--- src/core/link_ctl_pkg.sv ---
// Constants, field layouts and carrier types for the link control register
package link_ctl_pkg;

  // Byte addresses on the register bus
  localparam logic [7:0] ADDR_LINK_CONTROL = 8'h08;
  localparam logic [7:0] ADDR_CYCLE_TIMER = 8'h18;
  localparam logic [7:0] ADDR_ISO_PORTS = 8'h1c;
  localparam logic [7:0] ADDR_NODE_ID = 8'h34;

  // Control word: bit 0 of the field table is vector bit 31
  localparam logic [31:0] CONTROL_RESET = 32'h0200_0000;
  localparam logic [31:0] CONTROL_WRITE_MASK = 32'h7e01_0ffd;
  localparam int BIT_RX_SELF_ID = 30;
  localparam int BIT_BUSY_HI = 29;
  localparam int BIT_TX_ENABLE = 26;
  localparam int BIT_RX_ENABLE = 25;
  localparam int BIT_TX_SOFT_RESET = 21;
  localparam int BIT_RX_SOFT_RESET = 20;
  localparam int BIT_BUS_ID_CLEAR = 16;
  localparam int BIT_RETRY_HI = 15;
  localparam int BIT_CYCLE_MASTER = 11;
  localparam int BIT_CYCLE_SOURCE = 10;
  localparam int BIT_CYCLE_RUN = 9;
  localparam int BIT_CYCLE_MARKER = 8;
  localparam int BIT_ISO_A_ENABLE = 7;
  localparam int BIT_ISO_B_ENABLE = 6;
  localparam int BIT_ACK_PENDING = 5;
  localparam int BIT_MASTER_CANDIDATE = 4;
  localparam int BIT_AUTO_MASTER = 3;
  localparam int BIT_TWO_PHASE_RETRY = 2;
  localparam int BIT_MANUAL_NODE_ID = 0;

  // Field positions in the other registers
  localparam int CYCLE_COUNT_LSB = 12;
  localparam int ISO_A_LSB = 8;
  localparam int ISO_B_LSB = 0;
  localparam int NODE_BUS_LSB = 6;
  localparam int NODE_NUMBER_LSB = 0;

  // Widths and reset values
  localparam int CYCLE_COUNT_W = 13;
  localparam int CYCLE_OFFSET_W = 12;
  localparam logic [11:0] CYCLE_OFFSET_LAST = 12'hbff;
  localparam logic [9:0] BUS_NUMBER_CLEAR = 10'h3ff;
  localparam logic [5:0] NODE_NUMBER_RESET = 6'h3f;
  localparam logic [5:0] CHANNEL_RESET = 6'h00;

  typedef enum logic [1:0] {
    RETRY_NEW = 2'h0,
    RETRY_X = 2'h1,
    RETRY_A = 2'h2,
    RETRY_B = 2'h3
  } retry_code_e;

  // Events and data arriving from the link core
  typedef struct packed {
    logic bus_reset;
    logic is_root;
    logic ack_retry_valid;
    retry_code_e ack_retry_code;
    logic iso_cycle_end;
    logic iso_header_valid;
    logic [5:0] iso_channel;
    logic [1:0] tx_retry_field;
  } link_events_s;

  // Controls driven back into the link core
  typedef struct packed {
    logic tx_soft_reset;
    logic rx_soft_reset;
    logic rx_self_id_enable;
    logic [2:0] busy_control;
    logic tx_enable;
    logic rx_enable;
    logic ack_pending_enable;
    logic two_phase_retry_select;
    logic cycle_start_request;
    logic cycle_marker_insert;
    logic iso_rx_accept;
    logic [1:0] tx_retry_field;
    logic [9:0] bus_number;
    logic [5:0] node_number;
  } link_controls_s;

  typedef struct packed {
    logic ack;
    logic [31:0] ctl;
    logic [9:0] bus_number;
    logic [5:0] node_number;
    logic [5:0] chan_a;
    logic [5:0] chan_b;
    logic ext_meta;
    logic ext_sync;
    logic ext_prev;
    logic [31:0] rdata;
  } ctl_state_s;

endpackage

--- src/core/cycle_timer.sv ---
// Cycle count and cycle offset counters of the link
`timescale 1ns/1ns
module cycle_timer #(
  parameter int COUNT_W = link_ctl_pkg::CYCLE_COUNT_W,
  parameter int OFFSET_W = link_ctl_pkg::CYCLE_OFFSET_W,
  parameter logic [OFFSET_W-1:0] OFFSET_LAST =
    link_ctl_pkg::CYCLE_OFFSET_LAST
) (
  input wire logic core_clk,
  input wire logic rst_b,
  input wire logic run,
  input wire logic source_external,
  input wire logic external_rise,
  output logic [COUNT_W-1:0] cycle_count,
  output logic [OFFSET_W-1:0] cycle_offset,
  output logic count_step
);

  typedef struct packed {
    logic [COUNT_W-1:0] count;
    logic [OFFSET_W-1:0] offset;
  } timer_state_s;

  timer_state_s st_reg;
  timer_state_s st_next;

  always_comb
  begin
    st_next = st_reg;
    count_step = 1'b0;
    if (source_external)
    begin
      if (external_rise)
      begin
        st_next.offset = '0;
        st_next.count = st_reg.count + 1'b1;
        count_step = 1'b1;
      end
      else if (run)
      begin
        st_next.offset = (st_reg.offset == OFFSET_LAST) ? '0 :
          st_reg.offset + 1'b1;
      end
    end
    else if (run)
    begin
      if (st_reg.offset == OFFSET_LAST)
      begin
        st_next.offset = '0;
        st_next.count = st_reg.count + 1'b1;
        count_step = 1'b1;
      end
      else
      begin
        st_next.offset = st_reg.offset + 1'b1;
      end
    end
  end

  always_ff @(posedge core_clk or negedge rst_b)
  begin
    if (!rst_b)
      st_reg <= '0;
    else
      st_reg <= st_next;
  end

  assign cycle_count = st_reg.count;
  assign cycle_offset = st_reg.offset;
endmodule

--- src/core/link_control_register.sv ---
// Link control register bank with its Avalon-MM slave and control fan-out
//
// The Avalon-MM register port was left to the implementer.
`timescale 1ns/1ns
// Function
// - Writing one to bit 10 pulses a transmitter reset; bit then clears itself.
// - Writing one to bit 11 pulses a receiver reset; bit then clears itself.
// - With bit 15 set, a local bus reset loads bus number 3FFh.
// - Bits 16-17 capture the latest retry code from transmit acknowledgments.
// - Retransmitted packet retry field is ORed with the captured retry code.
// - Retry codes: 00 new, 01 retry_X, 10 retry_A, 11 retry_B.
// - Cycle master on root sends cycle-start whenever cycle count increments.
// - External source mode: each input rise steps count and clears offset.
// - Internal source mode: count steps only when the offset rolls over.
// - Cycle offset advances only while the timer run bit is set.
// - Cycle marker enable inserts a marker at each isochronous cycle end.
// - Port A enable accepts isochronous packets matching the port A channel.
// - Port B enable accepts isochronous packets matching the port B channel.
// - Ack-pending bit makes asynchronous packets get a pending acknowledgment.
// - Candidate plus auto bits set cycle master when root after bus reset.
// - Bit 29 selects dual phase retry when high, single phase when low.
// - Node number writes at 34h apply only while manual mode is set.
// - Control register resets to 0200_0000h, receiver enable only.
module link_control_register (
  input wire logic core_clk,
  input wire logic rst_b,
  input wire logic [7:0] address,
  input wire logic read,
  input wire logic write,
  input wire logic [31:0] writedata,
  input wire logic [3:0] byteenable,
  output logic [31:0] readdata,
  output logic waitrequest,
  input wire logic external_cycle_input,
  input wire link_ctl_pkg::link_events_s events,
  output link_ctl_pkg::link_controls_s controls
);

  link_ctl_pkg::ctl_state_s st_reg;
  link_ctl_pkg::ctl_state_s st_next;

  logic [31:0] wmask;
  logic [31:0] ctl_mask;
  logic wr_accept;
  logic wr_ctl;
  logic wr_iso;
  logic wr_node;
  logic ext_rise;
  logic [link_ctl_pkg::CYCLE_COUNT_W-1:0] cycle_count;
  logic [link_ctl_pkg::CYCLE_OFFSET_W-1:0] cycle_offset;
  logic count_step;
  logic [31:0] read_mux;
  logic auto_master;
  logic [1:0] last_retry_code;

  // One wait state: every request is answered on its second edge
  assign waitrequest = (read | write) & ~st_reg.ack;
  assign wr_accept = write & st_reg.ack;
  assign wr_ctl = wr_accept && address == link_ctl_pkg::ADDR_LINK_CONTROL;
  assign wr_iso = wr_accept && address == link_ctl_pkg::ADDR_ISO_PORTS;
  assign wr_node = wr_accept && address == link_ctl_pkg::ADDR_NODE_ID;
  assign wmask = {{8{byteenable[3]}}, {8{byteenable[2]}},
                  {8{byteenable[1]}}, {8{byteenable[0]}}};
  // Reserved and hardware-owned bits never take host data
  assign ctl_mask = wmask & link_ctl_pkg::CONTROL_WRITE_MASK;
  assign ext_rise = st_reg.ext_sync & ~st_reg.ext_prev;
  assign auto_master = events.bus_reset && events.is_root &&
    st_reg.ctl[link_ctl_pkg::BIT_MASTER_CANDIDATE] &&
    st_reg.ctl[link_ctl_pkg::BIT_AUTO_MASTER];
  assign last_retry_code = st_reg.ctl[link_ctl_pkg::BIT_RETRY_HI -: 2];

  cycle_timer #(
    .COUNT_W(link_ctl_pkg::CYCLE_COUNT_W),
    .OFFSET_W(link_ctl_pkg::CYCLE_OFFSET_W),
    .OFFSET_LAST(link_ctl_pkg::CYCLE_OFFSET_LAST)
  ) u_cycle_timer (
    .core_clk(core_clk),
    .rst_b(rst_b),
    .run(st_reg.ctl[link_ctl_pkg::BIT_CYCLE_RUN]),
    .source_external(st_reg.ctl[link_ctl_pkg::BIT_CYCLE_SOURCE]),
    .external_rise(ext_rise),
    .cycle_count(cycle_count),
    .cycle_offset(cycle_offset),
    .count_step(count_step)
  );

  always_comb
  begin
    unique case (address)
      link_ctl_pkg::ADDR_LINK_CONTROL:
        read_mux = st_reg.ctl;
      link_ctl_pkg::ADDR_CYCLE_TIMER:
        read_mux = {7'h00, cycle_count, cycle_offset};
      link_ctl_pkg::ADDR_ISO_PORTS:
        read_mux = {18'h00000, st_reg.chan_a, 2'h0, st_reg.chan_b};
      link_ctl_pkg::ADDR_NODE_ID:
        read_mux = {16'h0000, st_reg.bus_number, st_reg.node_number};
      default:
        read_mux = 32'h0000_0000;
    endcase
  end

  always_comb
  begin
    st_next = st_reg;
    st_next.ack = (read | write) & ~st_reg.ack;
    st_next.ext_meta = external_cycle_input;
    st_next.ext_sync = st_reg.ext_meta;
    st_next.ext_prev = st_reg.ext_sync;
    if (read && !st_reg.ack)
      st_next.rdata = read_mux;

    // Soft resets last one cycle and clear without host action
    st_next.ctl[link_ctl_pkg::BIT_TX_SOFT_RESET] = 1'b0;
    st_next.ctl[link_ctl_pkg::BIT_RX_SOFT_RESET] = 1'b0;
    if (wr_ctl)
    begin
      st_next.ctl = (st_next.ctl & ~ctl_mask) | (writedata & ctl_mask);
      st_next.ctl[link_ctl_pkg::BIT_TX_SOFT_RESET] =
        writedata[link_ctl_pkg::BIT_TX_SOFT_RESET] &
        wmask[link_ctl_pkg::BIT_TX_SOFT_RESET];
      st_next.ctl[link_ctl_pkg::BIT_RX_SOFT_RESET] =
        writedata[link_ctl_pkg::BIT_RX_SOFT_RESET] &
        wmask[link_ctl_pkg::BIT_RX_SOFT_RESET];
    end
    if (events.ack_retry_valid)
      st_next.ctl[link_ctl_pkg::BIT_RETRY_HI -: 2] =
        events.ack_retry_code;
    if (events.bus_reset)
      st_next.ctl[link_ctl_pkg::BIT_TX_ENABLE] = 1'b0;
    if (auto_master)
      st_next.ctl[link_ctl_pkg::BIT_CYCLE_MASTER] = 1'b1;

    if (wr_iso)
    begin
      if (byteenable[1])
        st_next.chan_a = writedata[link_ctl_pkg::ISO_A_LSB +: 6];
      if (byteenable[0])
        st_next.chan_b = writedata[link_ctl_pkg::ISO_B_LSB +: 6];
    end

    if (wr_node)
    begin
      st_next.bus_number =
        (st_reg.bus_number & ~wmask[link_ctl_pkg::NODE_BUS_LSB +: 10]) |
        (writedata[link_ctl_pkg::NODE_BUS_LSB +: 10] &
         wmask[link_ctl_pkg::NODE_BUS_LSB +: 10]);
      if (st_reg.ctl[link_ctl_pkg::BIT_MANUAL_NODE_ID] && byteenable[0])
        st_next.node_number =
          writedata[link_ctl_pkg::NODE_NUMBER_LSB +: 6];
    end
    // A bus reset wins over a host write in the same cycle
    if (events.bus_reset && st_reg.ctl[link_ctl_pkg::BIT_BUS_ID_CLEAR])
      st_next.bus_number = link_ctl_pkg::BUS_NUMBER_CLEAR;
  end

  always_ff @(posedge core_clk or negedge rst_b)
  begin
    if (!rst_b)
    begin
      st_reg <= '0;
      st_reg.ctl <= link_ctl_pkg::CONTROL_RESET;
      st_reg.bus_number <= link_ctl_pkg::BUS_NUMBER_CLEAR;
      st_reg.node_number <= link_ctl_pkg::NODE_NUMBER_RESET;
      st_reg.chan_a <= link_ctl_pkg::CHANNEL_RESET;
      st_reg.chan_b <= link_ctl_pkg::CHANNEL_RESET;
    end
    else
    begin
      st_reg <= st_next;
    end
  end

  assign readdata = st_reg.rdata;

  always_comb
  begin
    controls.tx_soft_reset =
      st_reg.ctl[link_ctl_pkg::BIT_TX_SOFT_RESET];
    controls.rx_soft_reset =
      st_reg.ctl[link_ctl_pkg::BIT_RX_SOFT_RESET];
    controls.rx_self_id_enable = st_reg.ctl[link_ctl_pkg::BIT_RX_SELF_ID];
    controls.busy_control = st_reg.ctl[link_ctl_pkg::BIT_BUSY_HI -: 3];
    controls.tx_enable = st_reg.ctl[link_ctl_pkg::BIT_TX_ENABLE];
    controls.rx_enable = st_reg.ctl[link_ctl_pkg::BIT_RX_ENABLE];
    controls.ack_pending_enable =
      st_reg.ctl[link_ctl_pkg::BIT_ACK_PENDING];
    controls.two_phase_retry_select =
      st_reg.ctl[link_ctl_pkg::BIT_TWO_PHASE_RETRY];
    controls.cycle_start_request = count_step && events.is_root &&
      st_reg.ctl[link_ctl_pkg::BIT_CYCLE_MASTER];
    controls.cycle_marker_insert = events.iso_cycle_end &&
      st_reg.ctl[link_ctl_pkg::BIT_CYCLE_MARKER];
    controls.iso_rx_accept = events.iso_header_valid &&
      ((st_reg.ctl[link_ctl_pkg::BIT_ISO_A_ENABLE] &&
        events.iso_channel == st_reg.chan_a) ||
       (st_reg.ctl[link_ctl_pkg::BIT_ISO_B_ENABLE] &&
        events.iso_channel == st_reg.chan_b));
    // Host leaves the field at new; the captured code fills it in
    controls.tx_retry_field =
      events.tx_retry_field | last_retry_code;
    controls.bus_number = st_reg.bus_number;
    controls.node_number = st_reg.node_number;
  end
endmodule

--- config.mk ---
export PLATFORM = sky130hd
export DESIGN_NAME = link_control_register
export DESIGN_NICKNAME = d
export VERILOG_FILES = /design/src/core/link_ctl_pkg.sv /design/src/core/cycle_timer.sv /design/src/core/link_control_register.sv
export SDC_FILE = /design/constraint.sdc
export NUM_CORES = 1
export LEC_CHECK = 0
export BUFFER_PORTS_ARGS = -buffer_cell sky130_fd_sc_hd__buf_2
export CORE_ASPECT_RATIO = 0.6
export CORE_UTILIZATION = 30
export DETAILED_ROUTE_END_ITERATION = 8
export GPL_ROUTABILITY_DRIVEN = 0
export GPL_TIMING_DRIVEN = 0
export PLACE_DENSITY = 0.47
export SKIP_CTS_REPAIR_TIMING = 1
export SYNTH_ARGS = -nofsm -noshare
export SYNTH_HDL_FRONTEND = slang
export SYNTH_HIERARCHICAL = 1
export SYNTH_SLANG_ARGS = --single-unit
--- constraint.sdc ---
create_clock -name core_clk -period 2.1 [get_ports core_clk]
set_input_delay 0.42 -clock core_clk [delete_from_list [all_inputs] [get_ports core_clk]]
set_output_delay 0.42 -clock core_clk [all_outputs]
set_load 0.03 [all_outputs]
# ---- Yosys cells after proc, flatten, opt, wreduce, memory -nomap -nowiden
# Cells that the tools add are included.
dict set report word_totals {
  ff_bits 121
  latch_bits 0
  mem_bits_rw 0
  rom_bits 0
  inputBits 64
  output_inout_bits 64
  elab_cells 91
  mem_count 0
}
dict set report classes {
  add_sub_neg 2
  n_mul 0
  n_div 0
  n_lt_le_gt_ge 0
  eq_ne 8
  n_shift 0
  n_mux 19
  n_bitwise 17
  reduce_logical 29
}
# operator count
set op_table {}
lappend op_table {{$pmux 32 s4} 1}
lappend op_table {{$mux 25} 2}
lappend op_table {{$mux 12} 3}
lappend op_table {{$and 32x31->32} 1}
lappend op_table {{$and 32x32->32} 1}
lappend op_table {{$not 31->32} 1}
lappend op_table {{$or 32x32->32} 1}
lappend op_table {{$mux 27} 1}
lappend op_table {{$mux 13} 2}
lappend op_table {{$and 10x10->10} 2}
lappend op_table {{$eq 8x5->1 const B} 2}
lappend op_table {{$mux 16} 1}
lappend op_table {{$logic_and 1x1->1} 15}
lappend op_table {{$reduce_bool 2->1} 7}
lappend op_table {{$add 13x1->13 const B} 1}
lappend op_table {{$add 12x1->12 const B} 1}
lappend op_table {{$eq 12x12->1 const B} 1}
lappend op_table {{$eq 6x6->1} 2}
lappend op_table {{$mux 10} 1}
lappend op_table {{$not 10->10} 1}
lappend op_table {{$or 10x10->10} 1}
lappend op_table {{$eq 8x4->1 const B} 1}
lappend op_table {{$eq 8x6->1 const B} 1}
lappend op_table {{$reduce_and 2->1} 4}
lappend op_table {{other kinds (11)} 21}

# ---- Longest topological paths before layout
# Gate-level depths: netlist (run 1).
dict set report logic_depth {
  depth_word 6
  mapped_depth 6
}

# ---- Hierarchy
# Netlist (run 1), hierarchy kept.
# module instances cells_per_inst area_each_um2 seq_area_each_um2
set by_module_without_submodules {}
lappend by_module_without_submodules {link_control_register 1 385 4366.7 2148.3}
lappend by_module_without_submodules {cycle_timer 1 121 1326.3 625.6}

# ---- Least setup slack after synthesis (run 1)
# No wires, ideal clock.
dict set report synth_timing {
  kind {reg2out}
  from {register u_cycle_timer.st_reg (netlist bit u_cycle_timer/cycle_offset[0])}
  to {output port controls[20] (netlist bit)}
  arrival_ps 1503
  required_ps 1680
  setup_slack_ps 177
  stages_incl_launch_ff 7
  cell_sequence {dfrtp_1 > ha_1 > and3_2 > nand4_4 > buf_6 > nand2_1 > and3_1}
}
# item line
set synth_lines {}
lappend synth_lines {{start: declaration} cycle_timer.sv:24} ;# timer_state_s st_reg;
lappend synth_lines {{start signal: assignment} cycle_timer.sv:65} ;# st_reg <= st_next;
lappend synth_lines {{end: declaration} link_control_register.sv:36} ;# output link_ctl_pkg::link_controls_s controls

==> results.toml, run 1 <==
[setup_path]
critPathMaxFanout = 5
crit_path_end = "controls[20]"
rr_endpoint = "st_reg[46]"
reg2regPathDepth = 6
cp_cell_sequence = "ha_4 -> and3_4 -> nand4_4 -> buf_8 -> nand2_4 -> and3_4 -> buf_6"
required_ns = 1.68
crit_start = "u_cycle_timer/cycle_offset[0]"
arrival_ns = 1.72
critical_path.most_common_cell = "and3_4"
worstReg2RegStart = "st_reg[95]"
critPathKind = "reg2out"
slowest_delay_ns = 0.42
slowest_stage = "dfrtp_2"
crit_path_start_kind = "flip-flop"
timing.reg2reg.setup_slack_ns = 0.25
endpoint_kind = "output pin"

[global_routing]
grt_pass1_wl_um = 24100
grt_use_total = 0.164
use_met1 = 0.261
grt_busiest_layer = "met1"
grt_max_degree = 79
use_met3 = 0.0337
grt-ovfl-total = 0
antenna_found_initial = 0
grtUsageMet2 = 0.223
grt_pass1_vias = 4189

[floorplanning]
coreArea_um2 = 18300
die_area_um2 = 19500
num_io_pins = 128
die_w_um = 180
num_rows = 38
initial_utilization = 0.311
die_y_um = 109

[sta]
max_freq_ghz = 0.467
tightest_slew_ns = 0.827
finalWorstSetupSlack_ns = -0.0425
setup_tns_ns = -0.0425
hold_viol = 0
fin_crit_ns = 2.14
finalSetupViolations = 1
hold_ws_ns = 0.176
rsz0062_at_grt = "true"
slew_headroom = 0.449
skew_ns = 0.00827
min_period_over_period = 1.02
slew_violations = 0

[clock_network]
root_buffer = "clkbuf_16"
htreeDepth = 3
cts_buffers = 9
clk_pin_slew_worst_paths_ns = 0.07
cts_tree = "yes"
cts_buffer_depth = 2
worstSkewPairLatency_ns = 0.35
clkSinkCount = 110

[route]
vias = 4258
drtPass1Iterations = 6
ant_nets = 0
drc = 11
viasPerCell = 4.78
wl_per_cell_um = 17.6
wl_um = 15700
drt_iter0_drc = 226

[finish]
finalNetCount = 712
fillers = 1799
diodes = 0
areaGrowthSynthToFinish_pct = 24.0
drive_gt1_frac = 0.461

[synth]
synth_fp_nets = 572
syn_inst = 506
ys.warnings.count = 6
syn-cell-area_um2 = 5690
ys_seq_elements = 110
synth_top_area_frac = 0.409
async_reset_ff_frac = 1.00
avgSynthCellArea_um2 = 11.3
synth_edf_count = 0
synth_ff_type = "dfrtp_1"
yosysMostFrequentCell = "dfrtp_1"
yosys-top-cells-count = "dfrtp_1, buf_4, nand2_1"
seq_area_frac_synth = 0.487
synth_area_leaders = "dfrtp_1, buf_4, dfstp_2"
synth.distinct_cells = 55
synth_top_area_cell = "dfrtp_1"

[worst_hold_path]
hold_path_class = "in2reg"

[placed_design]
pre_cts_ws_ns = -0.149
dp_hpwl_um = 12200
io_buffer_count = 118

[flow_run]
cap_violations = 0

[power_and_ir_drop]
cellPowerDensity_nw_per_um2 = 635
p_leak_nw = 3.55
irDropWorstVdd_mv = 0.390

[run_status]
outcome = "complete, but fails checks"
violations = "design-rule violations, negative setup slack"
area by class of cell:
| type | instances | area, um2 | area share |
|---|---|---|---|
| plain buffers | 78 | 558 | 0.0790 |
| clock buffers | 10 | 229 | 0.0324 |
| clock inverters | 6 | 55.1 | 0.00780 |
| inverters | 6 | 22.5 | 0.00319 |
| multi-input cells | 312 | 2400 | 0.339 |
| flip-flops and latches | 110 | 2780 | 0.394 |
| well taps | 240 | 300 | 0.0425 |
| repair buffers | 129 | 714 | 0.101 |
per-stage QoR:
step / utilization / cell area [um2] / total power, mW / instances
after floorplan: - / 5690 / 2.57 / 506
after global placement: 0.360 / 6580 / 2.80 / 864
after detailed placement: 0.362 / 6620 / 2.81 / 865
after CTS: 0.377 / 6900 / 4.50 / 881
after global routing: 0.386 / 7060 / 4.67 / 891
final: 0.386 / 7060 / 4.48 / 891
per-layer routing:
metal	share of wire	up-vias
met5	0	-
met4	0.0050	0
met3	0.048	6
met2	0.40	88
met1	0.55	2123
li1	-	2041
layout by cell type (no fill, tap or decap), types with 17 or more instances in the layout:
cell,instances
a22o_1,30
buf_2,119
buf_4,69
dfrtp_1,85
dfstp_2,17
mux2_2,29
nand2_1,37
nand3_1,37
o21ai_0,18
xor2_1,22
worst min path at each step:
stage,to,startpoint,cells after the start,slack (ns)
after floorplan,asynchronous set/reset pin,rst_b,0,0.12
after global placement,st_next[32],st_next[33],0,0.33
after detailed placement,readdata[1],rst_b,1,0.33
after CTS,readdata[1],rst_b,1,-0.05
after global routing,st_next[33],external_cycle_input,1,0.17
final,st_next[33],external_cycle_input,1,0.18
report_power, final:
| group | internal, mW | total [mW] | switching, mW |
|---|---|---|---|
| clock | 0.831 | 1.68 | 0.852 |
| combinational | 0.213 | 0.524 | 0.311 |
| sequential | 2.20 | 2.27 | 0.0706 |
logic make-up after synthesis:
family | after synthesis | synth area share
multiplexers | 49 | 0.0989
XOR/XNOR | 33 | 0.0508
flip-flops | 110 | 0.487
adder cells (fa/ha/maj) | 2 | 0.00439
other | 1 | 0.000659
buffers and inverters | 84 | 0.101
AND/OR/NAND/NOR | 141 | 0.139
AO/OA/AOI/OAI | 86 | 0.118
worst max-delay path, delay by kind of cell (launching register included):
family                   cells  cell delay, ns
AND/OR/NAND/NOR              4            0.55
flip-flops                   1            0.42
adder cells (fa/ha/maj)      1            0.15
buffers and inverters        2            0.27
No activity file was read; power rests on OpenSTA's default activity.
==> inputs of run 2 (changes only) <==
--- a/config.mk
+++ b/config.mk
@@ -5,13 +5,14 @@
 export SDC_FILE = /design/constraint.sdc
 export NUM_CORES = 1
 export LEC_CHECK = 0
-export BUFFER_PORTS_ARGS = -buffer_cell sky130_fd_sc_hd__buf_2
 export CORE_ASPECT_RATIO = 0.6
-export CORE_UTILIZATION = 30
+export CORE_MARGIN = 2
+export CORE_UTILIZATION = 64
 export DETAILED_ROUTE_END_ITERATION = 8
+export DONT_BUFFER_PORTS = 1
 export GPL_ROUTABILITY_DRIVEN = 0
 export GPL_TIMING_DRIVEN = 0
-export PLACE_DENSITY = 0.47
+export PLACE_DENSITY = 0.78
 export SKIP_CTS_REPAIR_TIMING = 1
 export SYNTH_ARGS = -nofsm -noshare
 export SYNTH_HDL_FRONTEND = slang
==> results.toml, run 2 (synthesized netlist as in run 1, its figures left out) <==
[run_status]
outcome = "complete, but fails checks"
violations = "negative hold slack, negative setup slack"

[floorplanning]
initial_utilization = 0.663
num_io_pins = 128
die_area_um2 = 9690
die_y_um = 77.1
coreArea_um2 = 8590
num_rows = 26
die_w_um = 126

[route]
wl_per_cell_um = 21.3
drc = 0
drt_iter0_drc = 390
ant_nets = 0
drtPass1Iterations = 5
vias = 3989
wl_um = 13700
viasPerCell = 6.23

[clock_network]
cts_buffers = 9
cts_buffer_depth = 2
clk_pin_slew_worst_paths_ns = 0.07
cts_tree = "yes"
clkSinkCount = 110
htreeDepth = 3
root_buffer = "clkbuf_16"
worstSkewPairLatency_ns = 0.35

[power_and_ir_drop]
irDropWorstVdd_mv = 0.443
p_leak_nw = 2.96
cellPowerDensity_nw_per_um2 = 703

[sta]
hold_viol = 109
hold_ws_ns = -0.246
slew_headroom = 0.404
slew_violations = 0
max_freq_ghz = 0.468
fin_crit_ns = 2.14
rsz0062_at_grt = "true"
skew_ns = 0.00612
finalSetupViolations = 1
finalWorstSetupSlack_ns = -0.0356
tightest_slew_ns = 0.893
setup_tns_ns = -0.0356
min_period_over_period = 1.02

[placed_design]
dp_hpwl_um = 10000
place_area_um2 = 5830
io_buffer_count = 0

[setup_path]
crit_path_start_kind = "flip-flop"
cp_cell_sequence = "ha_4 -> and3_4 -> nand4_4 -> buf_8 -> nand2_4 -> and3_4"
slowest_stage = "dfrtp_2"
arrival_ns = 1.72
critPathKind = "reg2out"
slowest_delay_ns = 0.43
worst-path-buf-inv = 1
crit_family = "simple AND/OR/NAND/NOR gates"
critical_path.most_common_cell = "and3_4"
required_ns = 1.68
critPathMaxFanout = 4
endpoint_kind = "output pin"

[finish]
final_area_um2 = 6230
areaGrowthSynthToFinish_pct = 9.36
layout_commonest_cell = "dfrtp_1"
finalNetCount = 589
diodes = 0
fillers = 598
layout_common_cells = "dfrtp_1, buf_4, nand2_1, nand3_1, a22o_1"
drive_gt1_frac = 0.330

[global_routing]
grt-ovfl-total = 0
grt_use_total = 0.292
grt_pass1_wl_um = 21500
grt_pass1_vias = 3921
antenna_found_initial = 0
grt_max_degree = 111

[flow_run]
cap_violations = 0

[worst_hold_path]
hold_path_class = "in2async"
run 2: metal layers:
metal	vias to the layer above	routed length, um	part of all wire	track usage
met5	-	0	0	0
met4	0	208	0.015	0.0769
met3	27	1430	0.10	0.100
met2	206	6020	0.44	0.418
met1	1964	5990	0.44	0.427
li1	1792	-	-	-
run 2: final cells by class:
class,count,area (um2),share of cell area
Sequential cell,110,2780,0.447
Multi-Input combinational cell,312,2380,0.382
Buffer,77,553,0.0888
Clock buffer,10,229,0.0368
Tap cell,112,140,0.0225
Clock inverter,6,71.3,0.0115
Timing Repair Buffer,7,52.6,0.00844
Inverter,6,22.5,0.00362
run 2: worst paths after layout:
check	start	end	slack, ns	cells past startpoint
max in group asynchronous	rst_b	asynchronous set/reset pin	2.08	0
worst min register to register	st_next[33]	st_next[32]	0.36	0
worst max-delay path	u_cycle_timer/cycle_offset[0]	controls[20]	-0.04	6
worst max register to register	st_reg[95]	st_reg[42]	0.16	6
min in group core_clk	external_cycle_input	st_next[33]	0.09	0
worst min-delay path	rst_b	asynchronous set/reset pin	-0.25	0
run 2: where the power goes:
part	internal (mW)	switching, mW
clock	0.934	0.788
combinational	0.154	0.226
sequential	2.20	0.0706
run 2: stage by stage:
stage                     hold WS [ns]  utilization  std cells  power, mW  setup WS [ns]
after floorplan                  0.124            -        506       2.57          0.177
after global placement           0.126        0.679        618       2.64         -0.109
after detailed placement         0.126        0.679        618       2.64         -0.145
after CTS                       -0.254        0.714        634       4.35         -0.564
after global routing            -0.260        0.725        640       4.52        -0.0775
final                           -0.246        0.725        640       4.38        -0.0356
==> inputs of run 3 (changes only) <==
--- a/config.mk
+++ b/config.mk
@@ -11,7 +11,6 @@
 export DETAILED_ROUTE_END_ITERATION = 8
 export DONT_BUFFER_PORTS = 1
 export GPL_ROUTABILITY_DRIVEN = 0
-export GPL_TIMING_DRIVEN = 0
 export PLACE_DENSITY = 0.78
 export SKIP_CTS_REPAIR_TIMING = 1
 export SYNTH_ARGS = -nofsm -noshare
==> results.toml, run 3 (synthesized netlist as in run 1, its figures left out) <==
[sta]
slew_violations = 0
min_period_over_period = 0.967
slew_headroom = 0.573
tightest_slew_ns = 0.638
rsz0062_at_grt = "false"
skew_ns = 0.0102
finalSetupViolations = 0
hold_ws_ns = -0.245
hold_viol = 99
max_freq_ghz = 0.492
fin_crit_ns = 2.03

[floorplanning]
num_rows = 26
num_io_pins = 128
coreArea_um2 = 8590
die_w_um = 126
die_area_um2 = 9690
die_y_um = 77.1
initial_utilization = 0.663

[setup_path]
critPathKind = "reg2out"
timing.reg2reg.setup_slack_ns = 0.24
rr_endpoint = "st_reg[45]"
reg2regPathDepth = 4
critPathMaxFanout = 7
cp_cell_sequence = "and4_4 -> nand4_4 -> nand2_4 -> and3_4"
arrival_ns = 1.61
crit_family = "simple AND/OR/NAND/NOR gates"
worst-path-buf-inv = 0
crit_path_start_kind = "flip-flop"
endpoint_kind = "output pin"
slowest_stage = "dfrtp_1"
worstReg2RegStart = "st_reg[95]"
slowest_delay_ns = 0.48
required_ns = 1.68
crit_cells = 4

[global_routing]
grt_use_total = 0.287
grt_max_degree = 111
antenna_found_initial = 0
grt-ovfl-total = 0
grt_pass1_wl_um = 21300
grt_pass1_vias = 3758

[power_and_ir_drop]
irDropWorstVdd_mv = 0.473
power_frac_clock = 0.421
p_comb_frac = 0.048
switchingPower_mw = 1.06
cellPowerDensity_nw_per_um2 = 766
p_total_mw = 4.42
internal_power_mw = 3.36
p_leak_nw = 2.66
p_seq_frac = 0.530
sw_frac_of_total = 0.240

[clock_network]
root_buffer = "clkbuf_16"
clk_pin_slew_worst_paths_ns = 0.07
htreeDepth = 3
cts_buffers = 9
worstSkewPairLatency_ns = 0.35
clkSinkCount = 110
cts_tree = "yes"
cts_buffer_depth = 2

[run_status]
violations = "negative hold slack"
outcome = "complete, but fails checks"

[finish]
drive_gt1_frac = 0.241
areaGrowthSynthToFinish_pct = 1.25
multi_input_area_um2 = 2370
layout.cells.non_filler = 573
finalNetCount = 522
diodes = 0
fillers = 616
ff_latch_area_um2 = 2770
layout_common_cells = "dfrtp_1, nand2_1, nand3_1, a22o_1, mux2_2"
layout_commonest_cell = "dfrtp_1"

[route]
vias = 3718
drtPass1Iterations = 5
drc = 0
viasPerCell = 6.49
wl_per_cell_um = 23.3
wl_um = 13400
drt_iter0_drc = 344
ant_nets = 0

[worst_hold_path]
hold_path_class = "in2async"

[placed_design]
io_buffer_count = 0
dp_hpwl_um = 9900
dp.cells = 557

[flow_run]
cap_violations = 0
-- run 3: worst reg2reg max path, stage by stage, from the launching register on --
cell and delay (ns):
dfrtp_1 0.39, and2_0 0.35, and3_1 0.23, nand3_1 0.36, mux2_2 0.42
-- run 3: metal layers --
layer | GRT usage | up-vias | wire, um
met3 | 0.122 | 18 | 1610
met1 | 0.411 | 1864 | 5850
met5 | 0 | - | 0
li1 | - | 1654 | -
met4 | 0.0802 | 0 | 172
met2 | 0.402 | 182 | 5730
-- run 3: worst max-delay path by stage --
| stage | start | endpoint | slack (ns) |
|---|---|---|---|
| 6_report | u_cycle_timer/cycle_offset[4] | controls[20] | 0.07 |
| 5_1_grt | u_cycle_timer/cycle_offset[4] | controls[20] | 0.003 |
| 4_1_cts | u_cycle_timer/cycle_offset[1] | controls[20] | -0.14 |
| 3_5_place_dp | address[1] | st_reg[45] | 0.18 |
| 3_3_place_gp | address[1] | st_reg[41] | 0.24 |
| 2_1_floorplan | u_cycle_timer/cycle_offset[0] | controls[20] | 0.18 |
-- run 3: metrics by stage --
step / setup WS, ns / utilization / hold WS, ns / TNS, ns / instance area (um2)
final: 0.0690 / 0.671 / -0.245 / 0 / 5760
after global routing: 0.00294 / 0.671 / -0.261 / 0 / 5760
after CTS: -0.138 / 0.668 / -0.259 / -0.138 / 5740
after detailed placement: 0.176 / 0.630 / 0.126 / 0 / 5410
after global placement: 0.242 / 0.630 / 0.126 / 0 / 5410
after floorplan: 0.177 / - / 0.124 / 0 / 5690
-- run 3: final cells by class --
cell class                      instances  share of cell area
Clock buffer                            9              0.0391
Clock inverter                          7              0.0182
Inverter                                6             0.00391
Multi-Input combinational cell        312               0.411
Sequential cell                       110               0.481
Tap cell                              112              0.0243
Timing Repair Buffer                   17              0.0221
-- run 3: power by group through the flow --
stage | logic (mW) | clock network [mW] | registers [mW]
2_1_floorplan | 0.291 | 0 | 2.28
3_5_place_dp | 0.206 | 0 | 2.38
4_1_cts | 0.207 | 1.90 | 2.34
6_report | 0.214 | 1.86 | 2.34
5_1_grt | 0.231 | 1.98 | 2.35
3_3_place_gp | 0.197 | 0 | 2.38
